### src/verilog/dbu_pkg.sv
/*
  Package for the debug breakpoint unit: register selectors, field positions,
  reset values and the carriers between core pipeline and breakpoint logic.
  Assumes the core decodes coprocessor 15 register 14 moves and presents
  the sub-register selector, the write data and the privilege state.
*/
package dbu_pkg;

  // ----------------------------------------------------------------------
  // register selectors within coprocessor register 14
  // ----------------------------------------------------------------------
  localparam logic [3:0] CP_NUM = 4'hF;
  localparam logic [3:0] CP_REG = 4'hE;
  localparam logic [2:0] SEL_IBRK_CTRL = 3'h0;
  localparam logic [2:0] SEL_DBRK_ADDR = 3'h1;
  localparam logic [2:0] SEL_DBRK_VALUE = 3'h2;
  localparam logic [2:0] SEL_DBRK_MASK = 3'h3;
  localparam logic [2:0] SEL_DBRK_CTRL = 3'h4;

  // ----------------------------------------------------------------------
  // field positions
  // ----------------------------------------------------------------------
  localparam int IBRK_EN_BIT = 0;
  localparam int IBRK_RSVD_BIT = 1;
  localparam int IBRK_ADDR_LSB = 2;
  localparam int DBRK_LOAD_EN_BIT = 0;
  localparam int DBRK_STORE_EN_BIT = 1;
  localparam int DBRK_DATA_EN_BIT = 2;
  localparam int FSR_DBRK_BIT = 9;

  // ----------------------------------------------------------------------
  // reset values
  // ----------------------------------------------------------------------
  localparam logic [31:0] IBRK_CTRL_RST = 32'h0000_0000;
  localparam logic [31:0] DBRK_ADDR_RST = 32'h0000_0000;
  localparam logic [31:0] DBRK_VALUE_RST = 32'h0000_0000;
  localparam logic [31:0] DBRK_MASK_RST = 32'h0000_0000;
  localparam logic [2:0] DBRK_CTRL_RST = 3'h0;

  // ----------------------------------------------------------------------
  // carriers
  // ----------------------------------------------------------------------
  typedef struct packed {
    logic wr;
    logic rd;
    logic [3:0] cp_num;
    logic [3:0] cp_reg;
    logic [2:0] sel;
    logic privileged;
    logic [31:0] wdata;
  } dbu_cp_req_s;

  typedef struct packed {
    logic valid;
    logic is_store;
    logic [31:0] addr;
    logic [31:0] wdata;
  } dbu_mem_s;

endpackage : dbu_pkg

### src/verilog/dbu_breakpoint.sv
/*
  Debug breakpoint unit: holds the breakpoint registers written by
  coprocessor moves and compares execute-stage program counter and
  load/store accesses, raising prefetch and data abort requests.
  Assumes the core holds a memory access valid for one cycle, stalls the
  following instruction until the abort answer of the next cycle, and
  ORs the fault status bit into its own fault status register.
*/
// Notes on behaviour
// instruction control bit 0 arms the instruction breakpoint.
// instruction control bit 1 is reserved; writes do not affect matching.
// instruction compare uses address bits 31..2 only.
// armed match with executing program counter gives a prefetch abort.
// instruction control register is 32 bits: address plus enable.
// instruction register is written via coprocessor 15 register 14, privileged only.
// data address register is full 32 bits, compared on every bit.
// 32-bit value register holds the store data pattern.
// mask bit one includes that value bit in the store data compare.
// store data breakpoint needs store address breakpoint enabled and matching.
// loads break on address match only; load data is never compared.
// data control has separate enables for load, store address, store data.
// data breakpoint gives a data abort and fault status bit 9.
// data address, value, mask written via coprocessor 15 register 14, privileged.
// data control enables sit in bits 0, 1, 2; other bits read zero.
// data compare per access; abort flags that very access.
module dbu_breakpoint (
  // clock and reset
  input wire logic clk,
  input wire logic rst_n,
  // coprocessor register access
  input wire dbu_pkg::dbu_cp_req_s cp_req,
  output logic [31:0] cp_rdata,
  output logic cp_ack,
  output logic cp_undef,
  // execute stage
  input wire logic exec_valid,
  input wire logic [31:0] exec_pc,
  output logic prefetch_abort,
  // load/store unit
  input wire dbu_pkg::dbu_mem_s mem_acc,
  output logic data_abort,
  output logic [31:0] fault_status_set
);

  // ----------------------------------------------------------------------
  // register state
  // ----------------------------------------------------------------------
  logic [31:0] instr_breakpoint_ctrl_q, instr_breakpoint_ctrl_d;
  logic [31:0] data_breakpoint_addr_q, data_breakpoint_addr_d;
  logic [31:0] data_breakpoint_value_q, data_breakpoint_value_d;
  logic [31:0] data_breakpoint_mask_q, data_breakpoint_mask_d;
  logic [2:0] data_breakpoint_ctrl_q, data_breakpoint_ctrl_d;
  logic [31:0] cp_rdata_q, cp_rdata_d;
  logic cp_ack_q, cp_ack_d;
  logic cp_undef_q, cp_undef_d;
  logic hit_cp;
  logic allowed;

  // decode: only our coprocessor register, only from a privileged mode
  assign hit_cp = (cp_req.cp_num == dbu_pkg::CP_NUM) && (cp_req.cp_reg == dbu_pkg::CP_REG);
  assign allowed = hit_cp && cp_req.privileged;

  // next values of the programmable registers and of the read answer
  always_comb begin
    instr_breakpoint_ctrl_d = instr_breakpoint_ctrl_q;
    data_breakpoint_addr_d = data_breakpoint_addr_q;
    data_breakpoint_value_d = data_breakpoint_value_q;
    data_breakpoint_mask_d = data_breakpoint_mask_q;
    data_breakpoint_ctrl_d = data_breakpoint_ctrl_q;
    cp_rdata_d = 32'h0000_0000;
    cp_ack_d = allowed && (cp_req.wr || cp_req.rd);
    // unprivileged moves are refused so the core can take an undefined trap
    cp_undef_d = hit_cp && !cp_req.privileged && (cp_req.wr || cp_req.rd);
    if (allowed && cp_req.wr) begin
      unique case (cp_req.sel)
        dbu_pkg::SEL_IBRK_CTRL: begin
          // bit 1 is reserved: stored as zero so it never reaches the compare
          instr_breakpoint_ctrl_d = cp_req.wdata;
          instr_breakpoint_ctrl_d[dbu_pkg::IBRK_RSVD_BIT] = 1'b0;
        end
        dbu_pkg::SEL_DBRK_ADDR: data_breakpoint_addr_d = cp_req.wdata;
        dbu_pkg::SEL_DBRK_VALUE: data_breakpoint_value_d = cp_req.wdata;
        dbu_pkg::SEL_DBRK_MASK: data_breakpoint_mask_d = cp_req.wdata;
        dbu_pkg::SEL_DBRK_CTRL: data_breakpoint_ctrl_d = cp_req.wdata[2:0];
        default: ; // unmapped selector: write ignored
      endcase
    end
    if (allowed && cp_req.rd) begin
      unique case (cp_req.sel)
        dbu_pkg::SEL_IBRK_CTRL: cp_rdata_d = instr_breakpoint_ctrl_q;
        dbu_pkg::SEL_DBRK_ADDR: cp_rdata_d = data_breakpoint_addr_q;
        dbu_pkg::SEL_DBRK_VALUE: cp_rdata_d = data_breakpoint_value_q;
        dbu_pkg::SEL_DBRK_MASK: cp_rdata_d = data_breakpoint_mask_q;
        dbu_pkg::SEL_DBRK_CTRL: cp_rdata_d = {29'h0000_0000, data_breakpoint_ctrl_q};
        default: cp_rdata_d = 32'h0000_0000;
      endcase
    end
  end

  // register stage for the programmable registers
  always_ff @(posedge clk) begin
    if (!rst_n) begin
      instr_breakpoint_ctrl_q <= dbu_pkg::IBRK_CTRL_RST;
      data_breakpoint_addr_q <= dbu_pkg::DBRK_ADDR_RST;
      data_breakpoint_value_q <= dbu_pkg::DBRK_VALUE_RST;
      data_breakpoint_mask_q <= dbu_pkg::DBRK_MASK_RST;
      data_breakpoint_ctrl_q <= dbu_pkg::DBRK_CTRL_RST;
      cp_rdata_q <= 32'h0000_0000;
      cp_ack_q <= 1'b0;
      cp_undef_q <= 1'b0;
    end else begin
      instr_breakpoint_ctrl_q <= instr_breakpoint_ctrl_d;
      data_breakpoint_addr_q <= data_breakpoint_addr_d;
      data_breakpoint_value_q <= data_breakpoint_value_d;
      data_breakpoint_mask_q <= data_breakpoint_mask_d;
      data_breakpoint_ctrl_q <= data_breakpoint_ctrl_d;
      cp_rdata_q <= cp_rdata_d;
      cp_ack_q <= cp_ack_d;
      cp_undef_q <= cp_undef_d;
    end
  end

  assign cp_rdata = cp_rdata_q;
  assign cp_ack = cp_ack_q;
  assign cp_undef = cp_undef_q;

  // ----------------------------------------------------------------------
  // comparators
  // ----------------------------------------------------------------------
  logic ibrk_match;
  logic addr_match;
  logic data_match;
  logic load_hit;
  logic store_addr_hit;
  logic store_data_hit;
  logic prefetch_abort_q, prefetch_abort_d;
  logic data_abort_q, data_abort_d;

  // instruction compare ignores the two byte-offset bits
  assign ibrk_match = instr_breakpoint_ctrl_q[dbu_pkg::IBRK_EN_BIT]
    && (exec_pc[31:dbu_pkg::IBRK_ADDR_LSB] == instr_breakpoint_ctrl_q[31:dbu_pkg::IBRK_ADDR_LSB]);

  // full address so single byte accesses can be caught
  assign addr_match = (mem_acc.addr == data_breakpoint_addr_q);

  // only mask-selected bits of the store data take part
  assign data_match = ((mem_acc.wdata ^ data_breakpoint_value_q) & data_breakpoint_mask_q) == 32'h0000_0000;

  // loads never look at data; the data condition needs the address condition
  assign load_hit = !mem_acc.is_store && data_breakpoint_ctrl_q[dbu_pkg::DBRK_LOAD_EN_BIT] && addr_match;
  assign store_addr_hit = mem_acc.is_store && data_breakpoint_ctrl_q[dbu_pkg::DBRK_STORE_EN_BIT] && addr_match;
  assign store_data_hit = store_addr_hit && data_breakpoint_ctrl_q[dbu_pkg::DBRK_DATA_EN_BIT] && data_match;

  // abort answers: a store with data enabled fires only on the data match
  always_comb begin
    prefetch_abort_d = exec_valid && ibrk_match;
    data_abort_d = 1'b0;
    if (mem_acc.valid) begin
      if (mem_acc.is_store) begin
        data_abort_d = data_breakpoint_ctrl_q[dbu_pkg::DBRK_DATA_EN_BIT] ? store_data_hit : store_addr_hit;
      end else begin
        data_abort_d = load_hit;
      end
    end
  end

  // abort flags registered so outputs come from flip-flops
  always_ff @(posedge clk) begin
    if (!rst_n) begin
      prefetch_abort_q <= 1'b0;
      data_abort_q <= 1'b0;
    end else begin
      prefetch_abort_q <= prefetch_abort_d;
      data_abort_q <= data_abort_d;
    end
  end

  assign prefetch_abort = prefetch_abort_q;
  assign data_abort = data_abort_q;
  // fault status bit 9 tracks the data abort pulse
  assign fault_status_set = {22'h00_0000, data_abort_q, 9'h000};

endmodule // dbu_breakpoint

### config.mk
export PLATFORM = sky130hd
export DESIGN_NAME = dbu_breakpoint
export DESIGN_NICKNAME = d
export VERILOG_FILES = /design/src/verilog/dbu_pkg.sv /design/src/verilog/dbu_breakpoint.sv
export SDC_FILE = /design/constraint.sdc
export NUM_CORES = 1
export LEC_CHECK = 0
export BUFFER_PORTS_ARGS = -buffer_cell sky130_fd_sc_hd__clkbuf_2
export CORE_ASPECT_RATIO = 1.4
export CORE_MARGIN = 1
export CORE_UTILIZATION = 50
export CTS_CLUSTER_SIZE = 24
export DETAILED_ROUTE_END_ITERATION = 12
export GPL_TIMING_DRIVEN = 0
export PLACE_DENSITY = 0.77
export SYNTH_ARGS = -nofsm -noshare
export SYNTH_HDL_FRONTEND = slang
export SYNTH_SLANG_ARGS = --single-unit
### constraint.sdc
create_clock -name clk -period 2.9 [get_ports clk]
set_clock_uncertainty 0.1 [all_clocks]
set_input_delay 0.29 -clock clk [delete_from_list [all_inputs] [get_ports clk]]
set_output_delay 0.29 -clock clk [all_outputs]
set_load 0.02 [all_outputs]
## Word level (Yosys, flattened, before mapping)

Cells that the tools add are included.

- Multiplexer cells: 3
- Reductions and logical operators: 27
- Equal/unequal tests: 8
- Bitwise logic cells: 2

Operator list:

| operator | count |
|---|---|
| 32-bit case mux with 5 select lines | 1 |
| 32-bit bitwise AND | 1 |
| 32-bit equality test | 1 |
| 32-bit logical NOT | 1 |
| 32-bit bitwise XOR | 1 |
| 30-bit equality test | 1 |
| 1-bit logical AND | 15 |
| 2-bit AND reduction | 7 |
| 4-bit equality test, second input constant | 2 |
| 3-bit by 2-bit equality test with 1-bit output, second input constant | 2 |
| 3-bit by 1-bit equality test with 1-bit output, second input constant | 1 |
| 3-bit equality test, second input constant | 1 |
| 3-bit logical NOT | 1 |
| 1-bit logical NOT | 2 |
| 1-bit two-way mux | 2 |
| 1-bit logical OR | 1 |

- Bits of input ports: 147
- Word-level logic and storage cells: 50
- Output and inout bits: 68
- Bits in registers: 166

## Depth between registers and ports, before layout

- Depth in word-level cells: 6
- Mapped depth: 9
- Depth with buffers taken out: 5

## Worst setup path before layout

No wires, ideal clock.

- Path kind: input -> register
- Start: input port cp_req[36] (netlist name)
- End: register data_breakpoint_value_q[24]
- Stages: 7
- Setup time: 128 ps
- Setup slack: 1,312 ps
- Buffers on the path: 2
- Data required time: 2,672 ps
- Arrival: 1,360 ps
- Cell sequence: nand4b_4 > nor3_4 > and2_1 > buf_4 > buf_6 > mux2i_1 > nor2_1

- Cells in the longest elaborated chain, start to end: 5

RTL lines:

| item | line | RTL |
|---|---|---|
| from (decl) | dbu_breakpoint.sv:31 | `input wire dbu_pkg::dbu_cp_req_s cp_req,` |
| 4-bit equality test | dbu_breakpoint.sv:60 | `assign hit_cp = (cp_req.cp_num == dbu_pkg::CP_NUM) && (cp_req.cp_reg == dbu_pkg::CP_REG);` |
| 1-bit logical AND | dbu_breakpoint.sv:60 |  |
| 1-bit logical AND | dbu_breakpoint.sv:61 | `assign allowed = hit_cp && cp_req.privileged;` |
| 1-bit logical AND | dbu_breakpoint.sv:74 | `if (allowed && cp_req.wr) begin` |
| 2-bit AND reduction (no source line) | -- |  |
| to (signal assigned) | dbu_breakpoint.sv:105 | `data_breakpoint_value_q <= dbu_pkg::DBRK_VALUE_RST;` |
| to (signal assigned) | dbu_breakpoint.sv:114 | `data_breakpoint_value_q <= data_breakpoint_value_d;` |
| to (decl) | dbu_breakpoint.sv:50 | `logic [31:0] data_breakpoint_value_q, data_breakpoint_value_d;` |

Every way passes these cells.
A chain may end at the register's enable or synchronous reset.

## Worst setup path after layout

- Start: register data_breakpoint_addr_q[8]
- End: register data_abort_q, in the netlist data_abort

- Cells in the longest elaborated chain, start to end: 6
- Elaborated cells on any way between the ends: 7
- Those cells by class: eq/ne: 1; mux: 2; reduce/logical: 4

RTL lines:

| item | line | RTL |
|---|---|---|
| from (decl) | dbu_breakpoint.sv:49 | `logic [31:0] data_breakpoint_addr_q, data_breakpoint_addr_d;` |
| from (signal assigned) | dbu_breakpoint.sv:104 | `data_breakpoint_addr_q <= dbu_pkg::DBRK_ADDR_RST;` |
| from (signal assigned) | dbu_breakpoint.sv:113 | `data_breakpoint_addr_q <= data_breakpoint_addr_d;` |
| 32-bit equality test (*) | dbu_breakpoint.sv:144 | `assign addr_match = (mem_acc.addr == data_breakpoint_addr_q);` |
| 1-bit logical AND | dbu_breakpoint.sv:151 | `assign store_addr_hit = mem_acc.is_store && data_breakpoint_ctrl_q[dbu_pkg::DBRK_STORE_EN_BIT] && addr_match;` |
| 1-bit logical AND (2 in a row) | dbu_breakpoint.sv:152 | `assign store_data_hit = store_addr_hit && data_breakpoint_ctrl_q[dbu_pkg::DBRK_DATA_EN_BIT] && data_match;` |
| 1-bit two-way mux | dbu_breakpoint.sv:160 | `data_abort_d = data_breakpoint_ctrl_q[dbu_pkg::DBRK_DATA_EN_BIT] ? store_data_hit : store_addr_hit;` |
| 1-bit two-way mux (*) | dbu_breakpoint.sv:159 | `if (mem_acc.is_store) begin` |
| to (signal assigned) | dbu_breakpoint.sv:174 | `data_abort_q <= data_abort_d;` |
| to (decl) | dbu_breakpoint.sv:137 | `logic data_abort_q, data_abort_d;` |

Every way passes the cells marked *; elsewhere a longest branch is shown, timed or not.

==> flow_summary.ini <==
[clock_tree]
h-tree-depth = 4
cts_tree = yes
clock-sinks = 166
cts_buffers = 17
clk_pin_slew_ns = 0.06
cts_root_buffer = clkbuf_16
clkLatencyLatePin_ns = 0.43
post_cts_resized = 0
clockBufferDepth = 2

[timing]
finalHoldViolCount = 0
worst_pin_slew_ns = 0.929
drv_slew = 0
fmax_mhz = 465
period_share_pct = 74.1
finalSetupTns_ns = 0
worst_slack_ns = 0.752
maxSlewHeadroom_pct = 38.1
rsz0062_at_grt = no
final-setup-viol-count = 0
period_minus_slack_ns = 2.15

[synth]
synth_fa_ha_area_share_pct = 0
synth-compound-area-share_pct = 14.4
synth_top_family_by_area = compound AO/OA/AOI/OAI gates
netlist_area_um2 = 7600
synth_cells = 848
avgSynthCellArea_um2 = 8.97
synth_xor_area_share_pct = 10.8
synth_warnings = 0
muxShareOfSynthArea_pct = 9.11
synth_top_area_share_pct = 43.7
ys_types = 34
synth-simple-area-share_pct = 14.4
ys_ff_latch = 166
yosysTopAreaCell = dfxtp_1
yosys-top-cells-area = dfxtp_1, mux2i_1, a22oi_1
yosysSeqAreaShare_pct = 43.7

[global_routing]
antenna_found_initial = 0
grt-ovfl-total = 0
grt_max_degree = 17
grt_pass1_vias = 6826
grt_pass1_wl_um = 38900
track_usage_pct = 34.0

[die]
die_x_um = 106
rows = 53
start_util_pct = 51.0
die_h_um = 148
dieArea_um2 = 15700
boundaryPins = 215
coreArea_um2 = 14900

[placement]
dp_slack_ns = 0.649
numPortBuffers = 179
place.gp.congestion = 0.959
postPlaceCellArea_um2 = 8850
dp_hpwl_um = 19500

[cells_and_area]
drive_gt1_share_pct = 25.4
fin_util_pct = 63.3
most-common-layout-cells = clkbuf_2, dfxtp_1, nand2_1
nets = 1224
final_common_cell = clkbuf_2
final_area_um2 = 9440
area.growth.synth_to_final_pct = 24.2
diodes = 0

[min_path]
hp-start = mem_acc[64]
hold_path.class = input port to register
hold_end = data_abort$_SDFF_PN0_
hold_depth = 2

[critical_path]
r2r_cells = 5
cp-start-kind = register
crit_type = register to register
r2r-start = data_breakpoint_addr_q[8]$_SDFFE_PN0P_
cp_max_fo = 3
crit_required_ns = 3.14
r2r-end = data_abort$_SDFF_PN0_
r2r_slack_ns = 0.75
arrival_ns = 2.39
endpoint_kind = register

[pwr]
comb_power_share_pct = 8.3
power_frac_clock_pct = 45.8
cellLeakagePower_uw = 0.00371
swShare_pct = 23.4
vdd.ir_drop.worst_uv = 310
pwr-share-seq_pct = 45.9
powerDensity_nw_per_um2 = 526
total_power_uw = 4960
p_switching_uw = 1160
internal-power_uw = 3800

[detailed_routing]
firstDrtPassIters = 5
drc = 0
viasPerCell = 5.76
wire_per_inst_um = 20.7
antenna_left = 0
vias = 7372
detail_route.iter0.violations = 782
routed_wirelength_um = 26500

[job]
maxCapViolCount = 0

[status]
outcome = finished clean
==> layer usage <==
layer | part of all wire, % | track usage (%) | wire length [um]
met4 | 7.0 | 23.8 | 1860
met2 | 47 | 53.8 | 12500
met1 | 35 | 40.6 | 9270
met5 | 0 | 0 | 0
met3 | 11 | 7.63 | 2890
==> area by class of cell <==
type / count / area, um^2
clock buffer: 22 / 454
buffer: 88 / 563
fill: 1315 / 5480
inverter: 2 / 7.51
tap: 192 / 240
multi-input combinational: 622 / 3820
sequential: 166 / 3320
clock inverter: 8 / 126
timing repair buffer: 180 / 906
==> flip-flops by register name, summed over array words and instances (netlist names), 3 cells and up <==
name	cells
data_breakpoint_value_q	32
data_breakpoint_addr_q	32
data_breakpoint_mask_q	32
instr_breakpoint_ctrl_q	31
cp_rdata	32
data_breakpoint_ctrl_q	3
==> synthesized netlist by cell type <==
| cell | count |
|---|---|
| clkbuf_1 | 23 |
| nand4b_4 | 1 |
| nor2_1 | 73 |
| conb_1 | 1 |
| nand3b_1 | 2 |
| nor4_1 | 5 |
| xor2_1 | 48 |
| nand4_1 | 20 |
| a31oi_1 | 1 |
| and2_1 | 4 |
| mux2i_1 | 67 |
| nand3_1 | 1 |
| nor3b_2 | 1 |
| mux2_2 | 2 |
| o21ai_0 | 2 |
| buf_2 | 18 |
| or4_1 | 1 |
| a22oi_1 | 78 |
| nor2b_1 | 1 |
| buf_6 | 9 |
| a221oi_1 | 1 |
| o22a_1 | 2 |
| and3_1 | 1 |
| nor3_1 | 5 |
| dfxtp_1 | 166 |
| inv_1 | 2 |
| and2_0 | 1 |
| xnor2_1 | 46 |
| nor3_4 | 1 |
| nand2_1 | 131 |
| a21oi_1 | 94 |
| buf_4 | 38 |
| and2b_1 | 1 |
| nor2b_4 | 1 |
==> kinds of logic (layout without fill, tap and decap cells) <==
family	count (synthesis)	after routing
XOR/XNOR	94	94
other	1	31
AO/OA/AOI/OAI	178	178
AND/OR/NAND/NOR	250	250
buffers and inverters	90	300
multiplexers	69	69
flip-flops	166	166
==> through the flow <==
stage / hold WS [ns] / instances
floorplan: 0.262 / 878
finish: 0.0148 / 1280
detailed placement: 0.363 / 1249
CTS: 0.00429 / 1280
global placement: 0.357 / 1249
global route: 0.0209 / 1280
==> repair_timing <==
| item | 4_1_cts | 5_1_grt |
|---|---|---|
| hold buffers | 1 | 0 |
| endpoints found under the hold margin | 2 | 0 |
| setup buffers | 0 | 0 |
==> how the worst max path moves through the flow <==
| stage | end | slack (ns) | depth (start not counted) | startpoint |
|---|---|---|---|---|
| 4_1_cts | data_abort$_SDFF_PN0_ | 0.90 | 5 | data_breakpoint_value_q[5]$_SDFFE_PN0P_ |
| 3_3_place_gp | cp_rdata[11]$_SDFF_PN0_ | 0.64 | 7 | cp_req[34] |
| 5_1_grt | data_abort$_SDFF_PN0_ | 0.69 | 5 | data_breakpoint_addr_q[8]$_SDFFE_PN0P_ |
| 6_report | data_abort$_SDFF_PN0_ | 0.75 | 5 | data_breakpoint_addr_q[8]$_SDFFE_PN0P_ |
| 2_1_floorplan | data_breakpoint_value_q[24]$_SDFFE_PN0P_ | 1.31 | 7 | cp_req[36] |
| 3_5_place_dp | cp_rdata[11]$_SDFF_PN0_ | 0.65 | 7 | cp_req[34] |
==> power by group through the flow <==
stage	sequential, uW	clock, uW	combinational (uW)
finish	2280	2270	410
global route	2280	2370	424
CTS	2280	2270	396
detailed placement	2330	0	392
global placement	2330	0	395
floorplan	2330	0	180
==> worst max-delay path, cell delays in order, from the launching register on <==
cell     delay [ns]
dfxtp_1        0.33
xnor2_1        0.52
nand4_1        0.25
nor4_1         0.49
nand4_1        0.17
a31oi_1        0.19
Power figures use the tool's default switching activity.
